File: src/fault_response_regs.vh
`ifndef FAULT_RESPONSE_REGS_VH
`define FAULT_RESPONSE_REGS_VH
`define OC2_CTRL_ADDR 8'hB6
`define LOWBUS_CTRL_ADDR 8'hB7
`define GLOBAL_CTRL_ADDR 8'hB0
`define PHASE_CFG_ADDR 8'hBC
`define IRQ_STATUS_ADDR 8'hD5
`define CHAN_STATUS_ADDR 8'hDA
`define IRQ_MASK_ADDR 8'hE0
`define IRQ_PHASE_BIT 0
`define OC2_STATUS_BIT 1
`define IRQ_LATCH_BIT 2
`define IND_EN_BIT 7
`define CODE_HI_BIT 7
`define CODE_LO_BIT 6
`define PHASE_REMOVE_BIT 5
`define OC2_CTRL_RESET 8'h00
`define LOWBUS_CTRL_RESET 8'h00
`define GLOBAL_CTRL_RESET 8'h00
`define PHASE_CFG_RESET 8'h40
`define IRQ_MASK_RESET 8'h00
`define IRQ_STATUS_RESET 8'h00
`define CHAN_STATUS_RESET 4'h0
`define CODE_FLAG 2'h0
`define CODE_HICCUP 2'h1
`define CODE_LATCH 2'h2
`define HICCUP_DELAY_MS 500
`define CLK_FREQ_HZ 10000000
// 500 ms at 10 MHz, sized to the delay counter
`define HICCUP_CYCLES 23'd5000000
`endif

File: src/fault_response_selector.v
`timescale 1ns/1ps
`include "fault_response_regs.vh"
module fault_response_selector #(
   parameter [22:0] HICCUP_CYCLES = `HICCUP_CYCLES
) (
   // clock and reset
   input wire clk_i,
   input wire srst_i,
   // register port
   input wire [7:0] addr_i,
   input wire [7:0] wdata_i,
   input wire wr_i,
   input wire rd_i,
   output reg [7:0] rdata_o,
   // fault inputs and pins
   input wire [3:0] second_level_overcurrent_i,
   input wire [1:0] mode_code_i,
   input wire switch_en_i,
   input wire chip_en_i,
   // outputs
   output reg switching_on_o,
   output reg fault_flag_n_o,
   output reg irq_o
);
   localparam ST_RUN = 2'd0;
   localparam ST_HICCUP = 2'd1;
   localparam ST_LATCH = 2'd2;

   reg [7:0] oc2_ctrl_reg;
   reg [7:0] lowbus_ctrl_reg;
   reg [7:0] global_ctrl_reg;
   reg [7:0] phase_cfg_reg;
   reg [7:0] irq_status_reg;
   reg [7:0] irq_mask_reg;
   reg [3:0] chan_status_reg;
   reg [1:0] state_reg;
   reg [1:0] state_next;
   reg [22:0] delay_reg;
   reg [22:0] delay_next;
   reg en_prev_reg;

   // count of ones in a four-bit field
   function [2:0] ones4;
      input [3:0] v;
      begin
         ones4 = {2'b00, v[0]} + {2'b00, v[1]} + {2'b00, v[2]} + {2'b00, v[3]};
      end
   endfunction

   // write strobe aimed at one register address
   function wr_hit;
      input wr;
      input [7:0] a;
      input [7:0] target;
      begin
         wr_hit = wr && (a == target);
      end
   endfunction

   // read multiplexer: unmapped addresses read as zero
   function [7:0] read_mux;
      input [7:0] a;
      input [7:0] oc2_ctrl;
      input [7:0] lowbus_ctrl;
      input [7:0] global_ctrl;
      input [7:0] phase_cfg;
      input [7:0] irq_status;
      input [7:0] irq_mask;
      input [3:0] chan_status;
      begin
         case (a)
            `OC2_CTRL_ADDR: begin
               read_mux = oc2_ctrl;
            end
            `LOWBUS_CTRL_ADDR: begin
               read_mux = lowbus_ctrl;
            end
            `GLOBAL_CTRL_ADDR: begin
               read_mux = global_ctrl;
            end
            `PHASE_CFG_ADDR: begin
               read_mux = phase_cfg;
            end
            `IRQ_STATUS_ADDR: begin
               read_mux = irq_status;
            end
            `IRQ_MASK_ADDR: begin
               read_mux = irq_mask;
            end
            `CHAN_STATUS_ADDR: begin
               read_mux = {4'h0, chan_status};
            end
            default: begin
               read_mux = 8'h00;
            end
         endcase
      end
   endfunction

   wire [1:0] reg_code = {oc2_ctrl_reg[`CODE_HI_BIT], oc2_ctrl_reg[`CODE_LO_BIT]};
   wire [1:0] code = global_ctrl_reg[`IND_EN_BIT] ? reg_code : mode_code_i;
   wire oc2_any = |second_level_overcurrent_i;
   // phase config: [7:4] configured phases, [3:0] disable mask
   wire [2:0] disabled_cnt = ones4(phase_cfg_reg[3:0]);
   wire [3:0] cfg_phases = phase_cfg_reg[7:4];
   wire phase_fault = oc2_ctrl_reg[`PHASE_REMOVE_BIT] &&
      ({1'b0, disabled_cnt, 1'b0} > {1'b0, cfg_phases});
   wire fault_now = oc2_any | phase_fault;
   wire enables = switch_en_i & chip_en_i;
   wire en_rise = enables & ~en_prev_reg;
   wire trig_hiccup = fault_now && (code == `CODE_HICCUP);
   wire trig_latch = fault_now && (code == `CODE_LATCH);
   wire [7:0] irq_set = {5'h00, state_next == ST_LATCH && state_reg != ST_LATCH,
      oc2_any, phase_fault};
   wire wr_clr = wr_i && addr_i == `IRQ_STATUS_ADDR;
   wire chan_clr = wr_i && addr_i == `CHAN_STATUS_ADDR;

   // sticky status after this cycle: a set in the clearing cycle wins
   wire [7:0] clr_mask = wr_clr ? wdata_i : 8'h00;
   wire [7:0] irq_status_next = (irq_status_reg & ~clr_mask) | irq_set;
   wire [3:0] chan_clr_mask = chan_clr ? wdata_i[3:0] : 4'h0;
   wire [3:0] chan_status_next = (chan_status_reg & ~chan_clr_mask)
      | second_level_overcurrent_i;
   // delay reached: the fault-free interval has run its full length
   wire hiccup_done = delay_reg >= HICCUP_CYCLES - 23'd1;

   // next response state
   always @* begin
      state_next = state_reg;
      case (state_reg)
         ST_RUN: begin
            // codes 00 and 11 keep switching
            if (trig_latch) begin
               state_next = ST_LATCH;
            end else if (trig_hiccup) begin
               state_next = ST_HICCUP;
            end
         end
         ST_HICCUP: begin
            if (trig_latch) begin
               state_next = ST_LATCH;
            end else if (!fault_now && hiccup_done) begin
               state_next = ST_RUN;
            end
         end
         ST_LATCH: begin
            // only a fresh rise of the enables, with the fault gone, restarts
            if (en_rise && !fault_now) begin
               state_next = ST_RUN;
            end
         end
         default: begin
            state_next = ST_RUN;
         end
      endcase
   end

   // hiccup delay: counts fault-free cycles, any fault starts it over
   always @* begin
      delay_next = delay_reg;
      case (state_reg)
         ST_RUN: begin
            delay_next = 23'd0;
         end
         ST_HICCUP: begin
            if (fault_now) begin
               delay_next = 23'd0;
            end else if (!hiccup_done) begin
               delay_next = delay_reg + 23'd1;
            end
         end
         default: begin
            delay_next = 23'd0;
         end
      endcase
   end

   // response code register for the overcurrent reaction
   always @(posedge clk_i) begin
      if (srst_i) begin
         oc2_ctrl_reg <= `OC2_CTRL_RESET;
      end else if (wr_hit(wr_i, addr_i, `OC2_CTRL_ADDR)) begin
         oc2_ctrl_reg <= wdata_i;
      end
   end

   // low-bus response codes, storage only
   always @(posedge clk_i) begin
      if (srst_i) begin
         lowbus_ctrl_reg <= `LOWBUS_CTRL_RESET;
      end else if (wr_hit(wr_i, addr_i, `LOWBUS_CTRL_ADDR)) begin
         lowbus_ctrl_reg <= wdata_i;
      end
   end

   // global control, bit 7 selects register codes over the mode pin
   always @(posedge clk_i) begin
      if (srst_i) begin
         global_ctrl_reg <= `GLOBAL_CTRL_RESET;
      end else if (wr_hit(wr_i, addr_i, `GLOBAL_CTRL_ADDR)) begin
         global_ctrl_reg <= wdata_i;
      end
   end

   // phase count and disable mask
   always @(posedge clk_i) begin
      if (srst_i) begin
         phase_cfg_reg <= `PHASE_CFG_RESET;
      end else if (wr_hit(wr_i, addr_i, `PHASE_CFG_ADDR)) begin
         phase_cfg_reg <= wdata_i;
      end
   end

   // interrupt mask, same layout as the status register
   always @(posedge clk_i) begin
      if (srst_i) begin
         irq_mask_reg <= `IRQ_MASK_RESET;
      end else if (wr_hit(wr_i, addr_i, `IRQ_MASK_ADDR)) begin
         irq_mask_reg <= wdata_i;
      end
   end

   // sticky event status, write one to clear
   always @(posedge clk_i) begin
      if (srst_i) begin
         irq_status_reg <= `IRQ_STATUS_RESET;
      end else begin
         irq_status_reg <= irq_status_next;
      end
   end

   // sticky per-channel record, write one to clear
   always @(posedge clk_i) begin
      if (srst_i) begin
         chan_status_reg <= `CHAN_STATUS_RESET;
      end else begin
         chan_status_reg <= chan_status_next;
      end
   end

   // response state and delay; enables idle high, so no false rise after reset
   always @(posedge clk_i) begin
      if (srst_i) begin
         state_reg <= ST_RUN;
         delay_reg <= 23'd0;
         en_prev_reg <= 1'b1;
      end else begin
         state_reg <= state_next;
         delay_reg <= delay_next;
         en_prev_reg <= enables;
      end
   end

   // switching permission, registered
   always @(posedge clk_i) begin
      if (srst_i) begin
         switching_on_o <= 1'b0;
      end else begin
         switching_on_o <= enables && state_next == ST_RUN;
      end
   end

   // fault flag low while the phase or overcurrent status is set
   always @(posedge clk_i) begin
      if (srst_i) begin
         fault_flag_n_o <= 1'b1;
      end else begin
         fault_flag_n_o <= ~(|(irq_status_next & 8'h03));
      end
   end

   // level interrupt from unmasked status
   always @(posedge clk_i) begin
      if (srst_i) begin
         irq_o <= 1'b0;
      end else begin
         irq_o <= |(irq_status_next & irq_mask_reg);
      end
   end

   // read data stand for one cycle after the read strobe, zero otherwise
   always @(posedge clk_i) begin
      if (srst_i) begin
         rdata_o <= 8'h00;
      end else if (rd_i) begin
         rdata_o <= read_mux(addr_i, oc2_ctrl_reg, lowbus_ctrl_reg, global_ctrl_reg,
            phase_cfg_reg, irq_status_reg, irq_mask_reg, chan_status_reg);
      end else begin
         rdata_o <= 8'h00;
      end
   end
endmodule // fault_response_selector

File: config.mk
export PLATFORM = sky130hd
export DESIGN_NAME = fault_response_selector
export DESIGN_NICKNAME = d
export VERILOG_FILES = /design/src/fault_response_selector.v
export VERILOG_INCLUDE_DIRS = /design/src
export SDC_FILE = /design/constraint.sdc
export NUM_CORES = 1
export LEC_CHECK = 0
export ABC_AREA = 1
export BUFFER_PORTS_ARGS = -buffer_cell sky130_fd_sc_hd__buf_2
export CAP_MARGIN = 20
export CORE_MARGIN = 2
export CORE_UTILIZATION = 30
export CTS_CLUSTER_DIAMETER = 120
export DETAILED_ROUTE_END_ITERATION = 6
export PLACE_DENSITY = 0.48
export SKIP_LAST_GASP = 1
export SYNTH_ARGS = -nofsm -noshare
export SYNTH_HDL_FRONTEND = slang
export SYNTH_SLANG_ARGS = --single-unit
File: constraint.sdc
create_clock -name clk_i -period 2.71 [get_ports clk_i]
set_input_delay 0.1355 -clock clk_i [delete_from_list [all_inputs] [get_ports clk_i]]
set_output_delay 0.1355 -clock clk_i [all_outputs]
set_load 0.01 [all_outputs]
## Word-level counts from Yosys, hierarchy flattened

Index checks and enable logic that the tools add are counted.

| cells by class | value |
|---|---|
| $add $sub $neg | 4 |
| multipliers | 0 |
| div/mod/pow operators | 0 |
| order comparisons | 2 |
| equality and inequality tests | 13 |
| shift operators | 0 |
| muxes and demuxes | 10 |
| bitwise operators | 14 |
| reductions and logical operators | 22 |

Operators by type and width:

| operator | count |
|---|---|
| $eq A8 B8 Y1 const B | 7 |
| $pmux W8 S7 | 1 |
| $add A23 B1 Y23 const B | 1 |
| $ge A23 B23 Y1 const B | 1 |
| $and A8 B8 Y8 | 2 |
| $logic_and A1 B1 Y1 | 14 |
| $mux W2 | 6 |
| $mux W8 | 1 |
| $not A8 Y8 | 1 |
| $or A8 B3 Y8 | 1 |
| $reduce_or A8 Y1 | 1 |
| $eq A2 B2 Y1 const B | 3 |
| $pmux W2 S3 | 1 |
| $and A4 B4 Y4 | 1 |
| $eq A2 B1 Y1 const B | 2 |
| $gt A4 B4 Y1 | 1 |
| $logic_not A2 Y1 | 2 |
| $mux W4 | 1 |
| $not A1 Y1 | 4 |
| $not A4 Y4 | 1 |
| $or A4 B4 Y4 | 1 |
| $reduce_or A2 Y1 | 2 |
| $reduce_or A4 Y1 | 1 |
| $add A2 B1 Y3 | 1 |
| 7 further kinds | 8 |

| storage, ports and cells | value |
|---|---|
| register bits | 89 |
| latch bits | 0 |
| memory bits (writable) | 0 |
| memory bits (read-only) | 0 |
| input port bits | 28 |
| output and inout port bits | 11 |
| logic and storage cells | 79 |
| memories kept | 0 |

## Logic depth before layout (Yosys ltp)

Gate-level depths: netlist of run 1.

| depth | value |
|---|---|
| depth in word-level cells | 16 |
| gate-level depth with buffers | 14 |
| gate-level depth less buffers | 14 |

## Worst setup path after synthesis of run 1

OpenSTA, ideal clock, no wires.

| timing | value |
|---|---|
| kind | register to register |
| start | reg phase_cfg_reg[0] |
| end | reg delay_reg[21] |
| library setup time | 0.070 ns |
| data arrival time | 2.400 ns |
| data required time | 2.640 ns |
| slack | 0.240 ns |
| cell stages (with the launch flop) | 13 |
| buffers on the path | 1 |
| period minus slack after synthesis | 2.470 ns |
| path through | dfxtp_1 > fa_1 > ha_1 > ha_1 > ha_1 > nand4_1 > and2_1 > nand2_1 > nand2_1 > inv_1 > nand3_2 > buf_2 > a21oi_1 |

| between the ends | value |
|---|---|
| cells in the longest elaborated chain, start to end | 7 |

Ends and longest elaborated chain:

| element | line | source |
|---|---|---|
| start, declared | fault_response_selector.v:32 | `reg [7:0] phase_cfg_reg;` |
| start signal, assigned | fault_response_selector.v:208 | `` phase_cfg_reg <= `PHASE_CFG_RESET; `` |
| start signal, assigned | fault_response_selector.v:210 | `phase_cfg_reg <= wdata_i;` |
| $add A1 B1 Y2 | fault_response_selector.v:46 | `ones4 = {2'b00, v[0]} + {2'b00, v[1]} + {2'b00, v[2]} + {2'b00, v[3]};` |
| $add A2 B1 Y3 | fault_response_selector.v:46 |  |
| $add A3 B1 Y3 | fault_response_selector.v:46 |  |
| $gt A4 B4 Y1 | fault_response_selector.v:107 | `({1'b0, disabled_cnt, 1'b0} > {1'b0, cfg_phases});` |
| $logic_and A1 B1 Y1 | fault_response_selector.v:106 | `` wire phase_fault = oc2_ctrl_reg[`PHASE_REMOVE_BIT] && `` |
| $or A1 B1 Y1 | fault_response_selector.v:108 | `wire fault_now = oc2_any \| phase_fault;` |
| $reduce_or A3 Y1 (no source line) | n/a |  |
| end signal, assigned | fault_response_selector.v:249 | `delay_reg <= delay_next;` |
| end, declared | fault_response_selector.v:38 | `reg [22:0] delay_reg;` |

Every way passes these cells.
A chain may end at the register's enable or synchronous reset.

## Final worst setup path of run 1

| timing | value |
|---|---|
| start | reg phase_cfg_reg[0] |
| end | reg delay_reg[9] |

Same word-level chain as after synthesis.

==> flow_summary.yaml, run 1 <==
status:
  run_status: "complete, no violations"
placed_design:
  hpwl_um: 9680
  postPlaceCellArea_sq_um: 4890
  place_congestion: 0.884
  dp.cells: 830
  port_buffers: 38
global_routing:
  grt_max_degree: 28
  grt_pass1_wl_um: 21500
  grt_pass1_vias: 4083
  grt_overflow: 0
  antenna_found_initial: 0
  track_usage: 0.170
critical_path:
  crit_path_cell_trace: "fa_1, ha_1, ha_4, ha_4, nand4_1, and2_1, nand2_2, nand2_2, inv_2, nand3_4, buf_4, nor3_2"
  cp.arrival_ns: 2.84
  cp_max_fo: 6
  critPathTopFamily: "adder cells"
  end_kind: "flop"
  critPathRequiredTime_ns: 2.99
  path_buf_inv: 2
  max_stage_delay_ns: 0.54
  crit_slowest_cell: "fa_1"
  cp-start-kind: "flop"
  worstSetupPathType: "flop to flop"
synthesis:
  ys_warn_count: 0
  synth_edf_count: 0
  yosys-top-cells-area: "dfxtp_1, nand2_1, a21oi_1, inv_1, nand3_1"
  syn_area_sq_um: 4520
  synthTopCellsByCount: "nand2_1, dfxtp_1, inv_1, a21oi_1, nor2_1"
  avgSynthCellArea_sq_um: 7.31
  ys.flop_type: "dfxtp_1"
  synth_nets: 654
  synth_top_area_frac: 0.394
  synth-seq-cells: 89
  synthDistinctLibCells: 42
  async_reset_ff_frac: 0
  yosysMostFrequentCell: "nand2_1"
  syn_inst: 619
  yosysTopAreaCell: "dfxtp_1"
  yosysSeqAreaShare: 0.394
clock_network:
  cts.sinks: 89
  clock_latency_ns: 0.35
  hold_buffers: 0
  root_buffer: "clkbuf_16"
  clk_path_buf_depth: 2
  tritoncts.num_buffers: 9
  cts_max_level: 3
  cts.clk_slew.worst_paths_ns: 0.06
  cts_tree: "done"
die:
  die_height_um: 127
  fp.dieW_um: 127
  io_pins: 39
  dieArea_sq_um: 16100
  start_util: 0.309
  core-area_sq_um: 14600
  rows: 44
sta:
  finalSetupTns_ns: 0
  finClkSkew_ns: 0.00647
  tightest_slew_ns: 0.646
  period_share: 0.947
  drv_slew: 0
  max_slew_margin: 0.568
  period_needed_ns: 2.57
  setup_viol: 0
  fmax_mhz: 390
  hold_viol_final: 0
  fin_hold_ws_ns: 0.0341
route:
  drt_iter0_drc: 285
  drt_wl_total_um: 13300
  remaining_drc_errors: 0
  viasPerCell: 5.00
  ant_nets: 0
  post_drt_wl_per_cell_um: 15.7
  vias: 4230
  drt-pass1-iter-count: 5
power_and_ir_drop:
  seq_power_share: 0.459
  clock_power_share: 0.494
  power.density_nw_per_um2: 547
  irDropWorstVdd_mv: 0.321
  p_switching_uw: 613
  power.internal_mw: 2.28
  pwr-share-comb: 0.046
  p_leak_nw: 1.95
  p_sw_frac: 0.212
cells_and_area:
  seq_area_sq_um: 1790
  area.growth.synth_to_final_pct: 17.0
  drive_gt1_frac: 0.186
  nets: 694
  diodes: 0
  fin_area_sq_um: 5290
  utilization: 0.361
  multi_input_area_sq_um: 2370
  fillCellCount: 1579
  largest_register_ffs: 23
  fin_cells: 846
flow_run:
  max_cap_viol_count: 0
min_path:
  min_path_type: "primary input to flop"
## final timing paths
check,slack (ns),startpoint,endpoint,cells after the start
setup / recovery,0.14,phase_cfg_reg[0]$_SDFFE_PP0P_,delay_reg[9]$_SDFFE_PP0N_,12
hold / removal,0.03,chip_en_i,en_prev_reg$_SDFF_PP1_,3
setup reg to reg,0.14,phase_cfg_reg[0]$_SDFFE_PP0P_,delay_reg[9]$_SDFFE_PP0N_,12
hold reg to reg,0.45,lowbus_ctrl_reg[3]$_SDFFE_PP0P_,lowbus_ctrl_reg[3]$_SDFFE_PP0P_,2
## kinds of logic after synthesis
logic type / after synthesis / share of synthesized area
compound gates: 144 / 0.179
xor+xnor: 11 / 0.0213
fa+ha+maj: 7 / 0.0210
buf+inv: 99 / 0.0910
flops: 89 / 0.394
simple gates: 269 / 0.294
## metal layers
metal  routed length (um)  track usage
met1                 6370        0.228
met2                 6240        0.283
met4                   94       0.0323
met3                  564       0.0401
met5                    0            0
## cell usage in the layout (no fill, tap or decap), types with 11 or more instances in the layout
| master | instances |
|---|---|
| nand2_1 | 118 |
| dfxtp_1 | 86 |
| inv_1 | 70 |
| a21oi_1 | 66 |
| nor2_1 | 44 |
| nand3_1 | 43 |
| o21ai_0 | 38 |
| buf_2 | 38 |
| nand2_2 | 13 |
| nand4_1 | 12 |
| nor3_1 | 11 |
## power by group through the flow
stage	clock (mW)	sequential, mW	combinational (mW)
detailed placement	0	1.36	0.131
finish	1.43	1.33	0.134
floorplan	0	1.36	0.0713
CTS	1.46	1.33	0.132
global route	1.50	1.33	0.150
global placement	0	1.36	0.129
## repair_timing
action	4_1_cts	5_1_grt
setup buffers	0	1
gates resized for setup	3	12
endpoints found under the setup margin	15	25
gates cloned	0	1
## area by class of cell
| cell class | instances | share of cell area |
|---|---|---|
| repair inverters | 1 | 0.000946 |
| well taps | 184 | 0.0435 |
| multi-input cells | 431 | 0.448 |
| flip-flops and latches | 89 | 0.337 |
| clock buffers | 11 | 0.0459 |
| clock inverters | 3 | 0.0170 |
| repair buffers | 44 | 0.0459 |
| inverters | 83 | 0.0615 |
## worst reg2reg max path, stage by stage (launching register included)
cell and delay, ns:
dfxtp_2 0.34, fa_1 0.54, ha_1 0.19, ha_4 0.22, ha_4 0.27, nand4_1 0.08, and2_1 0.15, nand2_2 0.08
nand2_2 0.08, inv_2 0.08, nand3_4 0.13, buf_4 0.18, nor3_2 0.15
## metrics by stage
stage | power (mW) | setup WS, ns
3_5_place_dp | 1.49 | -0.0252
4_1_cts | 2.92 | 0.00781
3_3_place_gp | 1.49 | 0.0779
2_1_floorplan | 1.43 | 0.240
5_1_grt | 2.98 | -0.00777
6_report | 2.89 | 0.145
(Power assumes the default switching activity.)
==> run 2: changes to the inputs <==
CELL_PAD_IN_SITES_DETAIL_PLACEMENT = 0   (was unset)
CELL_PAD_IN_SITES_GLOBAL_PLACEMENT = 1   (was unset)
CTS_BUF_LIST = sky130_fd_sc_hd__clkbuf_8   (was unset)
PLACE_DENSITY = 0.62   (was 0.48)
clock period = 2.3 ns   (was 2.71 ns; I/O delays follow)
==> run 2 against run 1 <==
Effect of this change: the flow now finishes with violations (setup timing); fmax is 2.8% higher; first-iteration DRC count down 35%; worst hold slack got worse by 0.013 ns; flip-flop and latch count stayed put; global-route usage is 0.35 points higher; count of clock-buffer cells in the layout is 2 lower; total power down 1.2%; non-clock buffer count rose by 17; design area increased by 0.71%; final cell count rose by 2.1%; combinational power grew 30%; critical path type unchanged; critical endpoint unchanged; largest cell class unchanged.
==> flow_summary.yaml, run 2 (same netlist as run 1, synthesis figures left out) <==
status:
  run_status: "finished, violations left"
  violations: "setup timing"
critical_path:
  critical_path.startpoint: "phase_cfg_reg[0]$_SDFFE_PP0P_"
  max_stage_delay_ns: 0.53
  end_kind: "flop"
  crit_slowest_cell: "fa_1"
  path_buf_inv: 2
  cp-start-kind: "flop"
  cp.arrival_ns: 2.80
  cp_max_fo: 5
  critPathTopFamily: "adder cells"
  critPathRequiredTime_ns: 2.61
  crit_top_cell: "ha_4"
  worstSetupPathType: "flop to flop"
  reg2reg_from: "phase_cfg_reg[0]$_SDFFE_PP0P_"
  crit_path_cell_trace: "fa_1, ha_2, ha_4, ha_4, nand4_1, and2_1, nand2_2, nand2_4, inv_2, nand3_4, buf_4, nor3_2"
cells_and_area:
  most-common-layout-cells: "nand2_1, dfxtp_1, inv_1, a21oi_1, nor2_1"
  nets: 710
  largest_register_ffs: 23
  area.growth.synth_to_final_pct: 17.8
  drive_gt1_frac: 0.203
  layout.cells.most_common: "nand2_1"
  fillCellCount: 1593
  diodes: 0
  fin_cells: 864
die:
  die_height_um: 127
  core-area_sq_um: 14600
  fp.dieW_um: 127
  io_pins: 39
  start_util: 0.309
  rows: 44
  dieArea_sq_um: 16100
global_routing:
  top_usage_layer: "met2"
  grt_pass1_vias: 4087
  grtUsageMet2: 0.277
  grt_max_degree: 27
  grt_overflow: 0
  antenna_found_initial: 0
  track_usage: 0.174
  use_met3: 0.0236
  met1_usage: 0.243
  grt_pass1_wl_um: 21600
clock_network:
  cts.clk_slew.worst_paths_ns: 0.10
  cts_tree: "done"
  clk_path_buf_depth: 2
  cts_max_level: 3
  clock_latency_ns: 0.38
  tritoncts.num_buffers: 9
  root_buffer: "clkbuf_8"
  cts.sinks: 89
power_and_ir_drop:
  irDropWorstVdd_mv: 0.233
  pwr-share-comb: 0.061
  power.density_nw_per_um2: 536
  clock_power_share: 0.392
  p_leak_nw: 1.96
  p_switching_uw: 739
  power.internal_mw: 2.12
  seq_power_share: 0.547
  p_sw_frac: 0.258
  fin_total_pwr_mw: 2.86
placed_design:
  dp.cells: 841
  place_congestion: 0.823
  hpwl_um: 10100
  port_buffers: 38
  post-place-ws_ns: -0.234
min_path:
  min_from: "chip_en_i"
  min_path_type: "primary input to flop"
route:
  ant_nets: 0
  drt_iter0_drc: 184
  drt-pass1-iter-count: 4
  viasPerCell: 4.91
  vias: 4246
  remaining_drc_errors: 0
  drt_wl_total_um: 13600
  post_drt_wl_per_cell_um: 15.8
sta:
  fin_hold_ws_ns: 0.0208
  fmax_mhz: 401
  period_needed_ns: 2.50
  setup_slack_ns: -0.196
  period_share: 1.09
  rsz0062_at_grt: "true"
  tightest_slew_ns: 0.652
  finClkSkew_ns: 0.0101
  max_slew_margin: 0.562
  setup_viol: 26
  drv_slew: 0
  hold_viol_final: 0
flow_run:
  max_cap_viol_count: 0
==> run 2: cell type report <==
cell class / count / area (sq um) / area share
multi-input cells: 431 / 2410 / 0.452
flip-flops and latches: 89 / 1780 / 0.335
inverters: 83 / 325 / 0.0610
well taps: 184 / 230 / 0.0432
repair buffers: 61 / 385 / 0.0723
clock buffers: 9 / 124 / 0.0232
clock inverters: 7 / 72.6 / 0.0136
==> run 2: metrics by stage <==
| step | TNS [ns] | utilization | cell area (sq um) |
|---|---|---|---|
| after floorplan | -0.445 | - | 4580 |
| after global placement | -3.55 | 0.343 | 5020 |
| after detailed placement | -4.17 | 0.343 | 5020 |
| after CTS | -4.21 | 0.361 | 5290 |
| after global routing | -8.37 | 0.364 | 5330 |
| final | -3.78 | 0.364 | 5330 |
==> run 2: repair_timing <==
action / in CTS / in global routing
endpoints found under the setup margin: 28 / 29
pin swaps: 1 / 3
setup buffers: 0 / 1
gates resized for setup: 3 / 5
hold buffers: 6 / 0
hold endpoints to repair: 5 / 0
==> run 2: metal layers <==
metal / vias to the layer above / wire length [um]
li1: 2163 / -
met1: 1998 / 6770
met2: 72 / 6160
met3: 13 / 484
met4: 0 / 212
met5: - / 0
==> run 2: worst paths after layout <==
path | end | slack, ns | cells past startpoint
setup / recovery | delay_reg[9]$_SDFFE_PP0N_ | -0.20 | 12
hold / removal | switching_on_o$_SDFF_PP0_ | 0.02 | 3
setup reg to reg | delay_reg[9]$_SDFFE_PP0N_ | -0.20 | 12
hold reg to reg | global_ctrl_reg[3]$_SDFFE_PP0P_ | 0.46 | 2
==> run 2: power groups by stage <==
stage | logic [mW] | registers, mW | clock network (mW)
floorplan | 0.0869 | 1.60 | 0
global placement | 0.161 | 1.60 | 0
detailed placement | 0.163 | 1.60 | 0
CTS | 0.172 | 1.56 | 1.15
global route | 0.192 | 1.57 | 1.22
finish | 0.174 | 1.56 | 1.12
==> run 2: worst reg2reg max path, delay by kind of cell, from the launching register on <==
family / cells / cell delay (ns)
adders and majority gates: 4 / 1.18
and+or+nand+nor: 6 / 0.65
DFF: 1 / 0.34
buffers and inverters: 2 / 0.26
==> run 3: changes to the inputs <==
RECOVER_POWER = 100   (was unset)
==> run 3 against run 2 <==
Effect of this change: the flow still finishes with violations (setup timing); critical path depth did not move; first-iteration DRC count is 8.7% higher; worst setup slack lost 0.00088 ns; via count is 0.40% higher; sequential power hardly changed; final cell count stayed put; global-route usage is the same; clock skew up 0.0025 ns; critical endpoint unchanged; largest cell class unchanged.
==> flow_summary.yaml, run 3 (same netlist as run 1, synthesis figures left out) <==
cells_and_area:
  diodes: 0
  fillCellCount: 1603
  largest_register_ffs: 23
  drive_gt1_frac: 0.171
  nets: 710
  most-common-layout-cells: "nand2_1, dfxtp_1, inv_1, a21oi_1, nor2_1"
  area.growth.synth_to_final_pct: 16.9
  fin_area_sq_um: 5280
  layout.cells.most_common: "nand2_1"
critical_path:
  cp-start-kind: "flop"
  cp.arrival_ns: 2.80
  cp_max_fo: 5
  worstSetupPathType: "flop to flop"
  end_kind: "flop"
  critPathRequiredTime_ns: 2.61
power_and_ir_drop:
  power.density_nw_per_um2: 540
  fin_total_pwr_mw: 2.86
  clock_power_share: 0.392
  irDropWorstVdd_mv: 0.233
  p_switching_uw: 737
  p_leak_nw: 1.90
  power.internal_mw: 2.12
  seq_power_share: 0.548
  pwr-share-comb: 0.060
  p_sw_frac: 0.258
clock_network:
  cts.clk_slew.worst_paths_ns: 0.10
  cts_max_level: 3
  cts_tree: "done"
  root_buffer: "clkbuf_8"
  clock_latency_ns: 0.38
  cts.sinks: 89
  clk_path_buf_depth: 2
  tritoncts.num_buffers: 9
global_routing:
  grtUsageMet2: 0.277
  antenna_found_initial: 0
  grt_max_degree: 27
  top_usage_layer: "met2"
  grt_overflow: 0
  grt_pass1_vias: 4087
  use_met3: 0.0236
  met1_usage: 0.243
  grt_pass1_wl_um: 21600
  track_usage: 0.174
status:
  run_status: "finished, violations left"
  violations: "setup timing"
die:
  fp.dieW_um: 127
  start_util: 0.309
  die_height_um: 127
  io_pins: 39
  dieArea_sq_um: 16100
  core-area_sq_um: 14600
  rows: 44
flow_run:
  max_cap_viol_count: 0
sta:
  tightest_slew_ns: 0.795
  setup_viol: 26
  setup_slack_ns: -0.197
  period_needed_ns: 2.50
  finClkSkew_ns: 0.0127
  finalSetupTns_ns: -3.77
  hold_viol_final: 0
  period_share: 1.09
  drv_slew: 0
  rsz0062_at_grt: "true"
  max_slew_margin: 0.470
  fmax_mhz: 400
route:
  remaining_drc_errors: 0
  vias: 4263
  drt_iter0_drc: 200
  drt-pass1-iter-count: 5
  ant_nets: 0
  viasPerCell: 4.93
  drt_wl_total_um: 13600
  post_drt_wl_per_cell_um: 15.8
placed_design:
  hpwl_um: 10100
  post-place-ws_ns: -0.234
  postPlaceCellArea_sq_um: 5020
  place_congestion: 0.823
  port_buffers: 38
min_path:
  min_path_type: "primary input to flop"
==> run 3: cell count changes in the layout (fill, tap and decap cells not counted), sizes merged <==
cell | previous run | this run
clkbuf | 9 | 25
buf | 55 | 39
==> run 3: worst max-delay path, stage by stage, from the launching register on <==
cell	delay (ns)
dfxtp_2	0.34
fa_1	0.53
ha_2	0.18
ha_4	0.20
ha_4	0.26
nand4_1	0.07
and2_1	0.15
nand2_2	0.09
nand2_4	0.07
inv_2	0.08
nand3_4	0.11
buf_4	0.18
nor3_2	0.16
==> run 3: through the flow <==
stage | instances | util | hold WS [ns]
final | 864 | 0.361 | 0.0192
after global routing | 864 | 0.361 | 0.0301
after CTS | 863 | 0.361 | 0.00581
after detailed placement | 841 | 0.343 | 0.370
after global placement | 841 | 0.343 | 0.368
after floorplan | 619 | - | 0.233
==> run 3: layout make-up <==
type	count	area [sq um]	area share
Clock buffer	9	124	0.0234
Clock inverter	7	72.6	0.0137
Inverter	83	325	0.0616
Multi-Input combinational cell	431	2390	0.453
Sequential cell	89	1780	0.337
Tap cell	184	230	0.0436
Timing Repair Buffer	61	358	0.0677
==> run 3: power groups by stage <==
stage	Combinational, mW	Clock (mW)	Sequential [mW]
floorplan	0.0869	0	1.60
global placement	0.161	0	1.60
detailed placement	0.163	0	1.60
CTS	0.172	1.15	1.56
global route	0.189	1.22	1.57
finish	0.171	1.12	1.56
==> run 3: routing by layer <==
metal / wire (um) / vias to the layer above
met3: 527 / 16
met5: 0 / -
li1: - / 2163
met1: 6680 / 1989
met2: 6230 / 95
met4: 206 / 0
==> run 3: worst paths after layout <==
check / from / end / slack, ns / depth (start not counted)
setup / recovery: phase_cfg_reg[0]$_SDFFE_PP0P_ / delay_reg[9]$_SDFFE_PP0N_ / -0.20 / 12
hold / removal: chip_en_i / switching_on_o$_SDFF_PP0_ / 0.02 / 3
setup reg to reg: phase_cfg_reg[0]$_SDFFE_PP0P_ / delay_reg[9]$_SDFFE_PP0N_ / -0.20 / 12
hold reg to reg: irq_status_reg[4]$_SDFF_PP0_ / irq_status_reg[4]$_SDFF_PP0_ / 0.46 / 2
==> run 3: what timing repair did <==
| action | 4_1_cts | 5_1_grt |
|---|---|---|
| pin swaps | 1 | 3 |
| setup buffers | 0 | 1 |
| resized for setup | 3 | 5 |
| hold buffers | 6 | 0 |
| setup endpoints to repair | 28 | 29 |
| hold endpoints to repair | 5 | 0 |
